File: config.mk
export PLATFORM = sky130hd
export DESIGN_NAME = power_fail_lockout_control
export DESIGN_NICKNAME = d
export VERILOG_FILES = /design/src/supply_fail_n_pkg.sv /design/src/tick_if.sv /design/src/power_fail_lockout_control.sv /design/src/ref_tick_gen.sv /design/src/time_save_ram.sv
export VERILOG_INCLUDE_DIRS = /design/src /design/src/src
export SDC_FILE = /design/constraint.sdc
export NUM_CORES = 1
export LEC_CHECK = 0
export BUFFER_PORTS_ARGS = -buffer_cell sky130_fd_sc_hd__buf_2
export CAP_MARGIN = 20
export CORE_ASPECT_RATIO = 0.6
export CORE_MARGIN = 1.5
export CORE_UTILIZATION = 49
export DETAILED_ROUTE_END_ITERATION = 7
export HOLD_SLACK_MARGIN = 0.08
export PLACE_DENSITY = 0.8
export SYNTH_ARGS = -nofsm -noshare
export SYNTH_HDL_FRONTEND = slang
export SYNTH_HIERARCHICAL = 1
export SYNTH_SLANG_ARGS = --single-unit
File: constraint.sdc
create_clock -name CLK -period 2.03 [get_ports CLK]
set_clock_uncertainty 0.1 [all_clocks]
set_input_delay 0.1015 -clock CLK [delete_from_list [all_inputs] [get_ports CLK]]
set_output_delay 0.1015 -clock CLK [all_outputs]
set_load 0.05 [all_outputs]
File: src/supply_fail_n_defines.svh
// timing constants and reset values for the power-fail lockout block
// assumes a 125 MHz system clock; included by bare name
`ifndef SUPPLY_FAIL_N_DEFINES_SVH
`define SUPPLY_FAIL_N_DEFINES_SVH

`define CLK_FREQ_MHZ 125
`define TICK_US 32
`define TICK_CYCLES (`TICK_US * `CLK_FREQ_MHZ)
`define DEBOUNCE_US 32
`define DEBOUNCE_TICKS (`DEBOUNCE_US / `TICK_US)
`define DELAY_WINDOW_US 480
`define DELAY_WINDOW_TICKS (`DELAY_WINDOW_US / `TICK_US)
`define STROBE_LIMIT_US 32
`define STROBE_LIMIT_TICKS (`STROBE_LIMIT_US / `TICK_US)
`define TIME_WIDTH 48
`define BATT_MODE_BIT 6
`define OSC_FAIL_RST 1'b1
`define CLK_START_RST 1'b0

`endif

File: src/supply_fail_n_pkg.sv
// types shared by the power-fail lockout block
// assumes the defines header for widths
package supply_fail_n_pkg;
  typedef enum {ST_POWER_OK, ST_WINDOW, ST_LOCKED, ST_RECOVER} lock_state_type;
endpackage

File: src/tick_if.sv
// carrier of the reference tick between the timebase and the top
// assumes a single clock domain
`timescale 1ns/100ps
interface tick_if;
  logic tick;
  modport source (output tick);
  modport sink (input tick);
endinterface

File: src/power_fail_lockout_control.sv
// power-fail supervision: debounce, interrupt, bus lock-out, status bits
// assumes async pins synchronised here; ticks from the internal timebase
`timescale 1ns/100ps
`include "supply_fail_n_defines.svh"
module power_fail_lockout_control #(
  parameter int TICK_CYCLES = `TICK_CYCLES,
  parameter int DEBOUNCE_TICKS = `DEBOUNCE_TICKS,
  parameter int DELAY_WINDOW_TICKS = `DELAY_WINDOW_TICKS,
  parameter int STROBE_LIMIT_TICKS = `STROBE_LIMIT_TICKS,
  parameter int TIME_WIDTH = `TIME_WIDTH
) (
  input wire logic CLK,
  input wire logic RSTN,
  input wire logic SUPPLY_FAIL_N,
  input wire logic BATTERY_ABOVE_MAIN,
  input wire logic BATTERY_LOW_DET,
  input wire logic CS_N,
  input wire logic RD_N,
  input wire logic WR_N,
  input wire logic [4:0] ADDR,
  input wire logic [7:0] DATA_IN,
  output logic [7:0] DATA_OUT,
  output logic DATA_OE,
  input wire logic [7:0] READ_DATA,
  output logic HOST_CS,
  output logic HOST_RD,
  output logic HOST_WR,
  output logic [4:0] HOST_ADDR,
  output logic [7:0] HOST_WDATA,
  input wire logic PF_INT_ENABLE,
  input wire logic DELAY_ENABLE_SET,
  input wire logic DELAY_ENABLE_CLR,
  output logic DELAY_ENABLE,
  input wire logic TIMER_PF_RUN,
  input wire logic INT_PF_RUN,
  output logic TIMERS_RUN,
  output logic INTERRUPTS_RUN,
  output logic PF_INT,
  output logic PF_STATUS,
  output logic LOCKED_OUT,
  output logic STANDBY,
  output logic INT_OPEN_DRAIN,
  input wire logic CLOCK_START_WR,
  input wire logic CLOCK_START_VAL,
  output logic CLOCK_START,
  input wire logic PERIODIC_FLAG_WR,
  input wire logic [7:0] PERIODIC_FLAG_DATA,
  output logic BATTERY_MODE,
  output logic OSC_FAIL,
  output logic LOW_BATTERY,
  input wire logic TIME_SAVE_SET,
  input wire logic TIME_SAVE_CLR,
  output logic TIME_SAVE_EN,
  input wire logic [TIME_WIDTH-1:0] CLOCK_COUNTERS,
  output logic [TIME_WIDTH-1:0] TIME_SAVE_DATA
);
  import supply_fail_n_pkg::*;

  tick_if tk ();

  ////////////////////////////////////////////////////////////////////////
  // two-flop synchronisers for the async pins; stage one read only by stage two
  logic [4:0] sync1_r;
  logic [4:0] sync2_r;
  always_ff @(posedge CLK or negedge RSTN) begin
    if (!RSTN) begin
      sync1_r <= 5'h1f;
      sync2_r <= 5'h1f;
    end else begin
      sync1_r <= {SUPPLY_FAIL_N, BATTERY_ABOVE_MAIN, CS_N, RD_N, WR_N};
      sync2_r <= sync1_r;
    end
  end
  logic supply_fail_n_n_s;
  logic standby_s;
  logic cs_s;
  logic strobe_s;
  assign supply_fail_n_n_s = sync2_r[4];
  assign standby_s = sync2_r[3];
  assign cs_s = !sync2_r[2];
  assign strobe_s = !sync2_r[1] || !sync2_r[0];

  ref_tick_gen #(.TICK_CYCLES(TICK_CYCLES)) u_tick (
    .CLK(CLK),
    .RSTN(RSTN),
    .tk(tk)
  );

  ////////////////////////////////////////////////////////////////////////
  // debounce: the pin level must hold across whole ticks before it counts
  logic pfailed_r;
  logic pfailed_nxt;
  logic [3:0] deb_r;
  logic [3:0] deb_nxt;
  always_comb begin
    pfailed_nxt = pfailed_r;
    deb_nxt = deb_r;
    if (supply_fail_n_n_s == !pfailed_r) begin
      deb_nxt = 4'h0; // level agrees with state, restart
    end else if (tk.tick) begin
      if (deb_r == 4'(DEBOUNCE_TICKS)) begin
        pfailed_nxt = !supply_fail_n_n_s;
        deb_nxt = 4'h0;
      end else begin
        deb_nxt = deb_r + 4'h1;
      end
    end
  end

  always_ff @(posedge CLK or negedge RSTN) begin
    if (!RSTN) begin
      pfailed_r <= 1'b0;
      deb_r <= 4'h0;
    end else begin
      pfailed_r <= pfailed_nxt;
      deb_r <= deb_nxt;
    end
  end

  ////////////////////////////////////////////////////////////////////////
  // lock-out sequencer; delay bit sampled live so a clear ends the window
  lock_state_type state_r;
  lock_state_type state_nxt;
  logic [4:0] win_r;
  logic [4:0] win_nxt;
  logic [3:0] stb_r;
  logic [3:0] stb_nxt;
  logic delay_en_r;
  logic delay_en_nxt;
  logic in_access;
  assign in_access = cs_s && strobe_s;

  always_comb begin
    state_nxt = state_r;
    win_nxt = win_r;
    stb_nxt = stb_r;
    case (state_r)
      ST_POWER_OK: begin
        // counters rest only while power is good; the strobe count spans up to two ticks
        if (!pfailed_r) begin
          win_nxt = 5'h00;
          stb_nxt = 4'h0;
        end else begin
          // hold off while a cycle is in flight
          if (delay_en_r) begin
            state_nxt = ST_WINDOW;
          end else if (!in_access) begin
            state_nxt = ST_LOCKED;
          end else if (tk.tick) begin
            if (stb_r == 4'(STROBE_LIMIT_TICKS)) begin
              state_nxt = ST_LOCKED;
            end else begin
              stb_nxt = stb_r + 4'h1;
            end
          end
        end
      end
      ST_WINDOW: begin
        if (!delay_en_r && !in_access) begin
          state_nxt = ST_LOCKED;
        end else if (tk.tick) begin
          if (win_r == 5'(DELAY_WINDOW_TICKS - 1)) begin
            state_nxt = ST_LOCKED;
          end else begin
            win_nxt = win_r + 5'h01;
          end
        end
        if (!pfailed_r) begin
          state_nxt = ST_POWER_OK; // failure debounced away
        end
      end
      ST_LOCKED: begin
        if (!pfailed_r) begin
          state_nxt = ST_POWER_OK;
        end
      end
      default: begin
        state_nxt = ST_POWER_OK;
      end
    endcase
  end

  // delay enable: host sets or clears; set wins when both arrive together
  always_comb begin
    delay_en_nxt = delay_en_r;
    if (DELAY_ENABLE_SET) begin
      delay_en_nxt = 1'b1;
    end else if (DELAY_ENABLE_CLR) begin
      delay_en_nxt = 1'b0;
    end
  end

  always_ff @(posedge CLK or negedge RSTN) begin
    if (!RSTN) begin
      state_r <= ST_POWER_OK;
      win_r <= 5'h00;
      stb_r <= 4'h0;
      delay_en_r <= 1'b0;
    end else begin
      state_r <= state_nxt;
      win_r <= win_nxt;
      stb_r <= stb_nxt;
      delay_en_r <= delay_en_nxt;
    end
  end

  logic locked;
  assign locked = (state_r == ST_LOCKED) || standby_s;

  ////////////////////////////////////////////////////////////////////////
  // host bus isolation: inputs masked, data bus released
  logic [7:0] dout_r;
  logic [7:0] dout_nxt;
  logic doe_r;
  logic doe_nxt;
  always_comb begin
    doe_nxt = !locked && cs_s && !sync2_r[1];
    dout_nxt = doe_nxt ? READ_DATA : 8'h00;
  end

  always_ff @(posedge CLK or negedge RSTN) begin
    if (!RSTN) begin
      dout_r <= 8'h00;
      doe_r <= 1'b0;
    end else begin
      dout_r <= dout_nxt;
      doe_r <= doe_nxt;
    end
  end

  assign DATA_OUT = dout_r;
  assign DATA_OE = doe_r;
  assign HOST_CS = cs_s && !locked;
  assign HOST_RD = HOST_CS && !sync2_r[1];
  assign HOST_WR = HOST_CS && !sync2_r[0];
  assign HOST_ADDR = locked ? 5'h00 : ADDR;
  assign HOST_WDATA = locked ? 8'h00 : DATA_IN;

  ////////////////////////////////////////////////////////////////////////
  // status and mode bits
  logic osc_fail_r;
  logic osc_fail_nxt;
  logic clk_start_r;
  logic clk_start_nxt;
  logic batt_mode_r;
  logic batt_mode_nxt;
  logic low_batt_r;
  logic low_batt_nxt;
  logic ts_en_r;
  logic ts_en_nxt;
  logic standby_d_r;
  logic standby_d_nxt;
  always_comb begin
    clk_start_nxt = CLOCK_START_WR ? CLOCK_START_VAL : clk_start_r;
    // flag survives until the clock is running
    osc_fail_nxt = clk_start_r ? 1'b0 : osc_fail_r;
    batt_mode_nxt = batt_mode_r;
    if (PERIODIC_FLAG_WR) begin
      batt_mode_nxt = !PERIODIC_FLAG_DATA[`BATT_MODE_BIT];
    end
    // detector only live on main supply with enable
    low_batt_nxt = BATTERY_LOW_DET && !standby_s && PF_INT_ENABLE;
    standby_d_nxt = standby_s;
    ts_en_nxt = ts_en_r;
    if (TIME_SAVE_CLR) begin
      ts_en_nxt = 1'b0;
    end
    if (TIME_SAVE_SET) begin
      ts_en_nxt = 1'b1;
    end
    // battery switch-in freezes the snapshot; the pin alone does not
    if (standby_s && !standby_d_r) begin
      ts_en_nxt = 1'b0;
    end
  end

  always_ff @(posedge CLK or negedge RSTN) begin
    if (!RSTN) begin
      osc_fail_r <= `OSC_FAIL_RST;
      clk_start_r <= `CLK_START_RST;
      batt_mode_r <= 1'b0;
      low_batt_r <= 1'b0;
      ts_en_r <= 1'b0;
      standby_d_r <= 1'b1; // matches the comparator preload, no false edge
    end else begin
      osc_fail_r <= osc_fail_nxt;
      clk_start_r <= clk_start_nxt;
      batt_mode_r <= batt_mode_nxt;
      low_batt_r <= low_batt_nxt;
      ts_en_r <= ts_en_nxt;
      standby_d_r <= standby_d_nxt;
    end
  end

  time_save_ram #(.WIDTH(TIME_WIDTH)) u_ts (
    .CLK(CLK),
    .RSTN(RSTN),
    .load(ts_en_r),
    .wdata(CLOCK_COUNTERS),
    .rdata(TIME_SAVE_DATA)
  );

  ////////////////////////////////////////////////////////////////////////
  // outputs; interrupt masked by enable but lock-out unaffected
  assign PF_STATUS = pfailed_r;
  assign PF_INT = pfailed_r && PF_INT_ENABLE;
  assign LOCKED_OUT = locked;
  assign STANDBY = standby_s;
  assign INT_OPEN_DRAIN = standby_s;
  assign TIMERS_RUN = !pfailed_r || TIMER_PF_RUN;
  assign INTERRUPTS_RUN = !pfailed_r || INT_PF_RUN;
  assign DELAY_ENABLE = delay_en_r;
  assign CLOCK_START = clk_start_r;
  assign BATTERY_MODE = batt_mode_r;
  assign OSC_FAIL = osc_fail_r;
  assign LOW_BATTERY = low_batt_r;
  assign TIME_SAVE_EN = ts_en_r;
endmodule

File: src/ref_tick_gen.sv
// fixed reference tick generator, one pulse per tick period
// assumes CLK is the only clock
`timescale 1ns/100ps
`include "supply_fail_n_defines.svh"
module ref_tick_gen #(
  parameter int TICK_CYCLES = `TICK_CYCLES
) (
  input wire logic CLK,
  input wire logic RSTN,
  tick_if.source tk
);
  logic [15:0] cnt_r;
  logic [15:0] cnt_nxt;
  logic tick_r;
  logic tick_nxt;

  ////////////////////////////////////////////////////////////////////////
  // wrap counter; a free-running tick makes debounce land in 32-64 us
  always_comb begin
    tick_nxt = 1'b0;
    if (cnt_r == 16'(TICK_CYCLES - 1)) begin
      cnt_nxt = 16'h0000;
      tick_nxt = 1'b1;
    end else begin
      cnt_nxt = cnt_r + 16'h0001;
    end
  end

  always_ff @(posedge CLK or negedge RSTN) begin
    if (!RSTN) begin
      cnt_r <= 16'h0000;
      tick_r <= 1'b0;
    end else begin
      cnt_r <= cnt_nxt;
      tick_r <= tick_nxt;
    end
  end

  assign tk.tick = tick_r;
endmodule

File: src/time_save_ram.sv
// time-save storage: holds a snapshot of the clock counters
// assumes load is a same-clock strobe; read data registered
`timescale 1ns/100ps
`include "supply_fail_n_defines.svh"
module time_save_ram #(
  parameter int WIDTH = `TIME_WIDTH
) (
  input wire logic CLK,
  input wire logic RSTN,
  input wire logic load,
  input wire logic [WIDTH-1:0] wdata,
  output logic [WIDTH-1:0] rdata
);
  logic [WIDTH-1:0] mem_r;
  logic [WIDTH-1:0] mem_nxt;

  ////////////////////////////////////////////////////////////////////////
  // follow the counters while loading, otherwise freeze
  always_comb begin
    mem_nxt = load ? wdata : mem_r;
  end

  always_ff @(posedge CLK or negedge RSTN) begin
    if (!RSTN) begin
      mem_r <= '0;
    end else begin
      mem_r <= mem_nxt;
    end
  end

  assign rdata = mem_r;
endmodule
# ---- Word-level counts from Yosys, hierarchy flattened
# Cells that the tools add are included.
dict set report word_totals {
  ff_bits 137
  latchBits 0
  ramBits 0
  rom_bits 0
  in_bits 95
  n_memories 0
}
dict set report classes {
  add_sub_neg 4
  multipliers 0
  div 0
  magnitude_cmp 0
  n_eq_ne 22
  shift 0
  muxes 34
  n_bitwise 1
  n_reduce_logical 33
}
# op count
set op_table {}
lappend op_table {{two-way mux 32 bit} 10}
lappend op_table {{case mux 32 bit (3 select lines)} 1}
lappend op_table {{== test 32 x 1 -> 1 bit (second input constant)} 1}
lappend op_table {{== test 32 x 2 -> 1 bit (second input constant)} 1}
lappend op_table {{== test 32 x 3 -> 1 bit (second input constant)} 1}
lappend op_table {{zero test 32 bit} 1}
lappend op_table {{two-way mux 4 bit} 8}
lappend op_table {{two-way mux 5 bit} 5}
lappend op_table {{adder 16 x 1 -> 16 bit (second input constant)} 1}
lappend op_table {{== test 16 x 12 -> 1 bit (second input constant)} 1}
lappend op_table {{two-way mux 16 bit} 1}
lappend op_table {{two-way mux 8 bit} 2}
lappend op_table {{inequality test 2 bit (second input constant)} 7}
lappend op_table {{zero test 1 bit} 11}
lappend op_table {{case mux 5 bit (2 select lines)} 1}
lappend op_table {{AND reduction 5 bit} 2}
lappend op_table {{logical AND 1 bit} 9}
lappend op_table {{adder 4 x 1 -> 4 bit (second input constant)} 2}
lappend op_table {{== test 4 x 1 -> 1 bit (second input constant)} 2}
lappend op_table {{inequality test 4 x 3 -> 1 bit (second input constant)} 2}
lappend op_table {{inequality test 4 bit (second input constant)} 2}
lappend op_table {{two-way mux 1 bit} 6}
lappend op_table {{inequality test 2 x 1 -> 1 bit (second input constant)} 3}
lappend op_table {{AND reduction 6 bit} 1}
lappend op_table {{other kinds (8)} 13}

# ---- Longest topological paths before layout
dict set report depth {
  depth_word 8
  depth_mapped 5
}

# ---- Cells and area by module
# The synthesis kept the hierarchy.
# mod instances cells_per_inst area_each_um2 seq_area_each_um2
set modules_own_cells {}
lappend modules_own_cells {power_fail_lockout_control 1 169 1908.1 1066.0}
lappend modules_own_cells {time_save_ram 1 101 1860.5 1201.2}
lappend modules_own_cells {ref_tick_gen 1 85 853.3 425.4}

# ---- Worst setup path after synthesis
# OpenSTA, ideal clock, no wires.
dict set report synth_path {
  path_kind {register to output}
  startpoint {register state_r[0]}
  endpoint {output port HOST_WR}
  arrival_ns 2.167
  t_required_ns 1.828
  slack_ns -0.339
  path_stages_with_launch 5
  n_path_buf 0
  cell_sequence {dfrtp_1 -> and2b_1 -> nor2_1 -> inv_1 -> nor3_1}
}
dict set report synth_via {
  elab_chain_len 5
}
# element line
set synth_lines {}
lappend synth_lines {{from (decl)} power_fail_lockout_control.sv:122} ;# lock_state_type state_r;
lappend synth_lines {{from (signal assigned)} power_fail_lockout_control.sv:200} ;# state_r <= state_nxt;
lappend synth_lines {{== test 32 x 3 -> 1 bit} power_fail_lockout_control.sv:208} ;# assign locked = (state_r == ST_LOCKED) || standby_s;
lappend synth_lines {{logical OR 1 bit} power_fail_lockout_control.sv:208}
lappend synth_lines {{via LOCKED_OUT} power_fail_lockout_control.sv:40} ;# output logic LOCKED_OUT,
lappend synth_lines {{zero test 1 bit} power_fail_lockout_control.sv:233} ;# assign HOST_CS = cs_s && !locked;
lappend synth_lines {{logical AND 1 bit} power_fail_lockout_control.sv:233}
lappend synth_lines {{logical AND 1 bit} power_fail_lockout_control.sv:235} ;# assign HOST_WR = HOST_CS && !sync2_r[0];
lappend synth_lines {{to (decl)} power_fail_lockout_control.sv:27} ;# output logic HOST_WR,
# The timed path passes the listed nets, and every way through them passes these cells.

# ---- Worst setup path in the final report
dict set report layout_path {
  startpoint {register state_r[1]}
  endpoint {output port HOST_WDATA[5]}
}
dict set report layout_via {
  elab_chain_len 3
}
# element line
set layout_lines {}
lappend layout_lines {{== test 32 x 3 -> 1 bit} power_fail_lockout_control.sv:208}
lappend layout_lines {{logical OR 1 bit} power_fail_lockout_control.sv:208}
lappend layout_lines {{two-way mux 8 bit} power_fail_lockout_control.sv:237} ;# assign HOST_WDATA = locked ? 8'h00 : DATA_IN;
lappend layout_lines {{to (decl)} power_fail_lockout_control.sv:29} ;# output logic [7:0] HOST_WDATA,
# Every way passes these cells.

==> flow_summary.toml <==
[layout]
multi_input_area_um2 = 1797
drive_gt1_share_pct = 44.59
diodes = 0
ff_latch_area_um2 = 2695
postLayoutCellArea_um2 = 6730
final_core_util_pct = 73.51
stdcell_count = 749
final_nets = 716
area_growth_pct = 45.61
num-fill-cells = 565

[synth]
synth_largest_area_cell = "dfrtp_1"
synth.most_common_cell = "dfrtp_1"
ys_seq_area_share_pct = 58.26
postSynthRegisterBits = 107
synth_cells = 355
yosysWarnings = 6
synth_common_cells = "dfrtp_1 (95), mux2_2 (29), and2_1 (22)"
syn_nets = 457
syn_area_um2 = 4622
synth_flop_cell = "dfrtp_1"
yosysUniqueCellTypes = 51
yosysTopAreaCellShare_pct = 51.43
async_flop_share_pct = 100.0
synth-edff-count = 0
synth.area.top_cells = "dfrtp_1 (51%), mux2_2 (7.1%), dfstp_2 (6.8%), mux2_4 (6.5%), and2_1 (3.0%)"
syn_avg_cell_area_um2 = 13.02

[place]
dp_hpwl_mm = 7.534
place_ws_ps = 174.7
gp_congestion = 0.8722
dpl_cell_area_um2 = 5700
port_buffers = 173
dp.cells = 658

[global_route]
grt_pass1_vias = 3842
antenna_found_initial = 0
grt_max_degree = 56
grt_overflow = 0
grt_util_all_layers_pct = 25.02
grt_first_pass_wirelength_mm = 19.29

[floorplanning]
start_util_pct = 50.49
io_pins = 181
core_um2 = 9155
rows = 27
dieArea_um2 = 10040
die_y_um = 78.23
die_x_um = 128.4

[timing]
hold_ws_ps = 93.67
finalCritPeriodShare_pct = 94.99
rsz0062_at_grt = "false"
slew_headroom_pct = 65.39
setup_viol = 0
fmax_mhz = 518.6
final.min_clock_period_ps = 1928
drv_slew = 0
tightest_slew_ps = 518.0
final_hold_viol_count = 0
fin_ws_ps = 101.7
setup-tns-final_ps = 0

[critical_path]
crit_path_start_kind = "register"
critPathSlowestCell = "dfrtp_1"
arrival_ps = 1730
path_delay_family = "buffers and inverters"
endpoint_kind = "primary output"
required_ps = 1830
path_class = "register to primary output"
crit_chain = "and2b_1, nor2_1, buf_4, and2_1, buf_2"
cp_max_fo = 14
slowest_delay_ps = 450
path_buf_inv = 2

[clock_tree]
clk_pin_slew_ps = 70
cts_root_buffer = "clkbuf_16"
ctsHtreeMaxLevel = 3
cts.sinks = 107
cts_buffers = 9
clockBufferDepth = 2
cts_tree = "done"
worstSkewPairLatency_ps = 340

[routing]
ant_nets = 0
post_drt_wl_per_cell_um = 15.65
vias_per_cell = 5.063
drt-pass1-iter-count = 4
drc = 0
drt_iter0_drc = 276
vias = 3792
drt_wl_total_mm = 11.72

[run_status]
status = "finished, final reports clean"

[worst_hold_path]
hp-class = "input port to asynchronous set/reset pin"

[pwr]
power.density_nw_per_um2 = 793.9
max-vdd-ir-drop_uv = 501.2
p_leak_nw = 3.295
p_total_mw = 5.343

[job]
cap_violations = 0
==> layout by cell type (no fill, tap or decap), types with 5 or more instances in the layout <==
cell and n:
mux2i_1 7, inv_1 15, dfstp_2 12, ha_1 7
nor2_1 11, nand2b_1 5, nand4_1 9, a21oi_1 9
nor4_1 9, mux2_2 29, dlygate4sd3_1 72, and2_1 22
buf_2 169, clkbuf_16 9, nand3_1 12, dfrtp_1 93
nand2_1 17, xor2_1 7, buf_4 18, mux2_4 20
o21ai_0 5
==> cell families (layout without fill, tap and decap cells) <==
logic type | count (synthesis) | after routing | share of synthesized area (%)
xor gates and xnor gates | 9 | 9 | 1.706
and+or+nand+nor | 114 | 114 | 14.97
buffers and inverters | 28 | 292 | 3.167
muxes | 56 | 56 | 15.08
AOI/OAI and AO/OA | 34 | 34 | 4.927
DFF | 107 | 107 | 58.26
adders and majority gates | 7 | 7 | 1.895
==> registers in the layout (all words and copies together) (netlist names) <==
signal and count:
OSC_FAIL 1, DATA_OE 1, TIME_SAVE_EN 1, u_ts/rdata 48, DATA_OUT 8, sync1_r 5, BATTERY_MODE 1, stb_r 4
sync2_r 5, u_tick/cnt_r 16, state_r 2, PF_STATUS 1, u_tick/tk.tick 1, LOW_BATTERY 1, CLOCK_START 1, DELAY_ENABLE 1
deb_r 4, standby_d_r 1, win_r 5
==> worst reg2reg max path, delay by kind of cell, from the launching register on <==
family             cells  cell delay (ps)
DFF                    1              460
AOI/OAI and AO/OA      1              230
and+or+nand+nor        2              950
==> path summary, 6_finish.rpt <==
| path | endpoint | slack [ps] | startpoint | cells after the start |
|---|---|---|---|---|
| hold reg to reg | sync2_r[1] | 260 | sync1_r[1] | 0 |
| min in group CLK | sync2_r[1] | 260 | sync1_r[1] | 0 |
| setup / recovery | HOST_WDATA[5] | 100 | state_r[1] | 5 |
| hold / removal | LOW_BATTERY | 90 | RSTN | 2 |
| setup reg to reg | stb_r[0] | 190 | state_r[0] | 3 |
| max in group asynchronous | standby_d_r | 1020 | RSTN | 3 |
==> area by class of cell <==
| class | count | area share, % |
|---|---|---|
| clock buffers | 9 | 3.346 |
| clock inverters | 7 | 0.7808 |
| inverters | 15 | 0.8366 |
| multi-input cells | 220 | 26.70 |
| flip-flops and latches | 107 | 40.04 |
| well taps | 130 | 2.417 |
| repair buffers | 261 | 25.88 |
==> routing by layer <==
layer | vias up | track usage, % | wire length, µm
li1 | 1790 | - | -
met1 | 1824 | 30.39 | 4790
met2 | 154 | 42.74 | 5781
met3 | 24 | 7.226 | 825
met4 | 0 | 9.213 | 327
met5 | - | 0 | 0
==> what timing repair did <==
action | CTS | global route
pin swaps | 1 | 0
hold endpoints to repair | 161 | 0
buffers inserted | 1 | 2
hold buffers | 72 | 0
endpoints found under the setup margin | 1 | 8
gates resized for setup | 0 | 7
==> power by group <==
group	total (mW)	switching, mW	internal, mW
Sequential	2.39	0.0908	2.30
Clock	1.62	0.774	0.842
Combinational	1.34	0.874	0.461
Power figures use the tool's default switching activity.
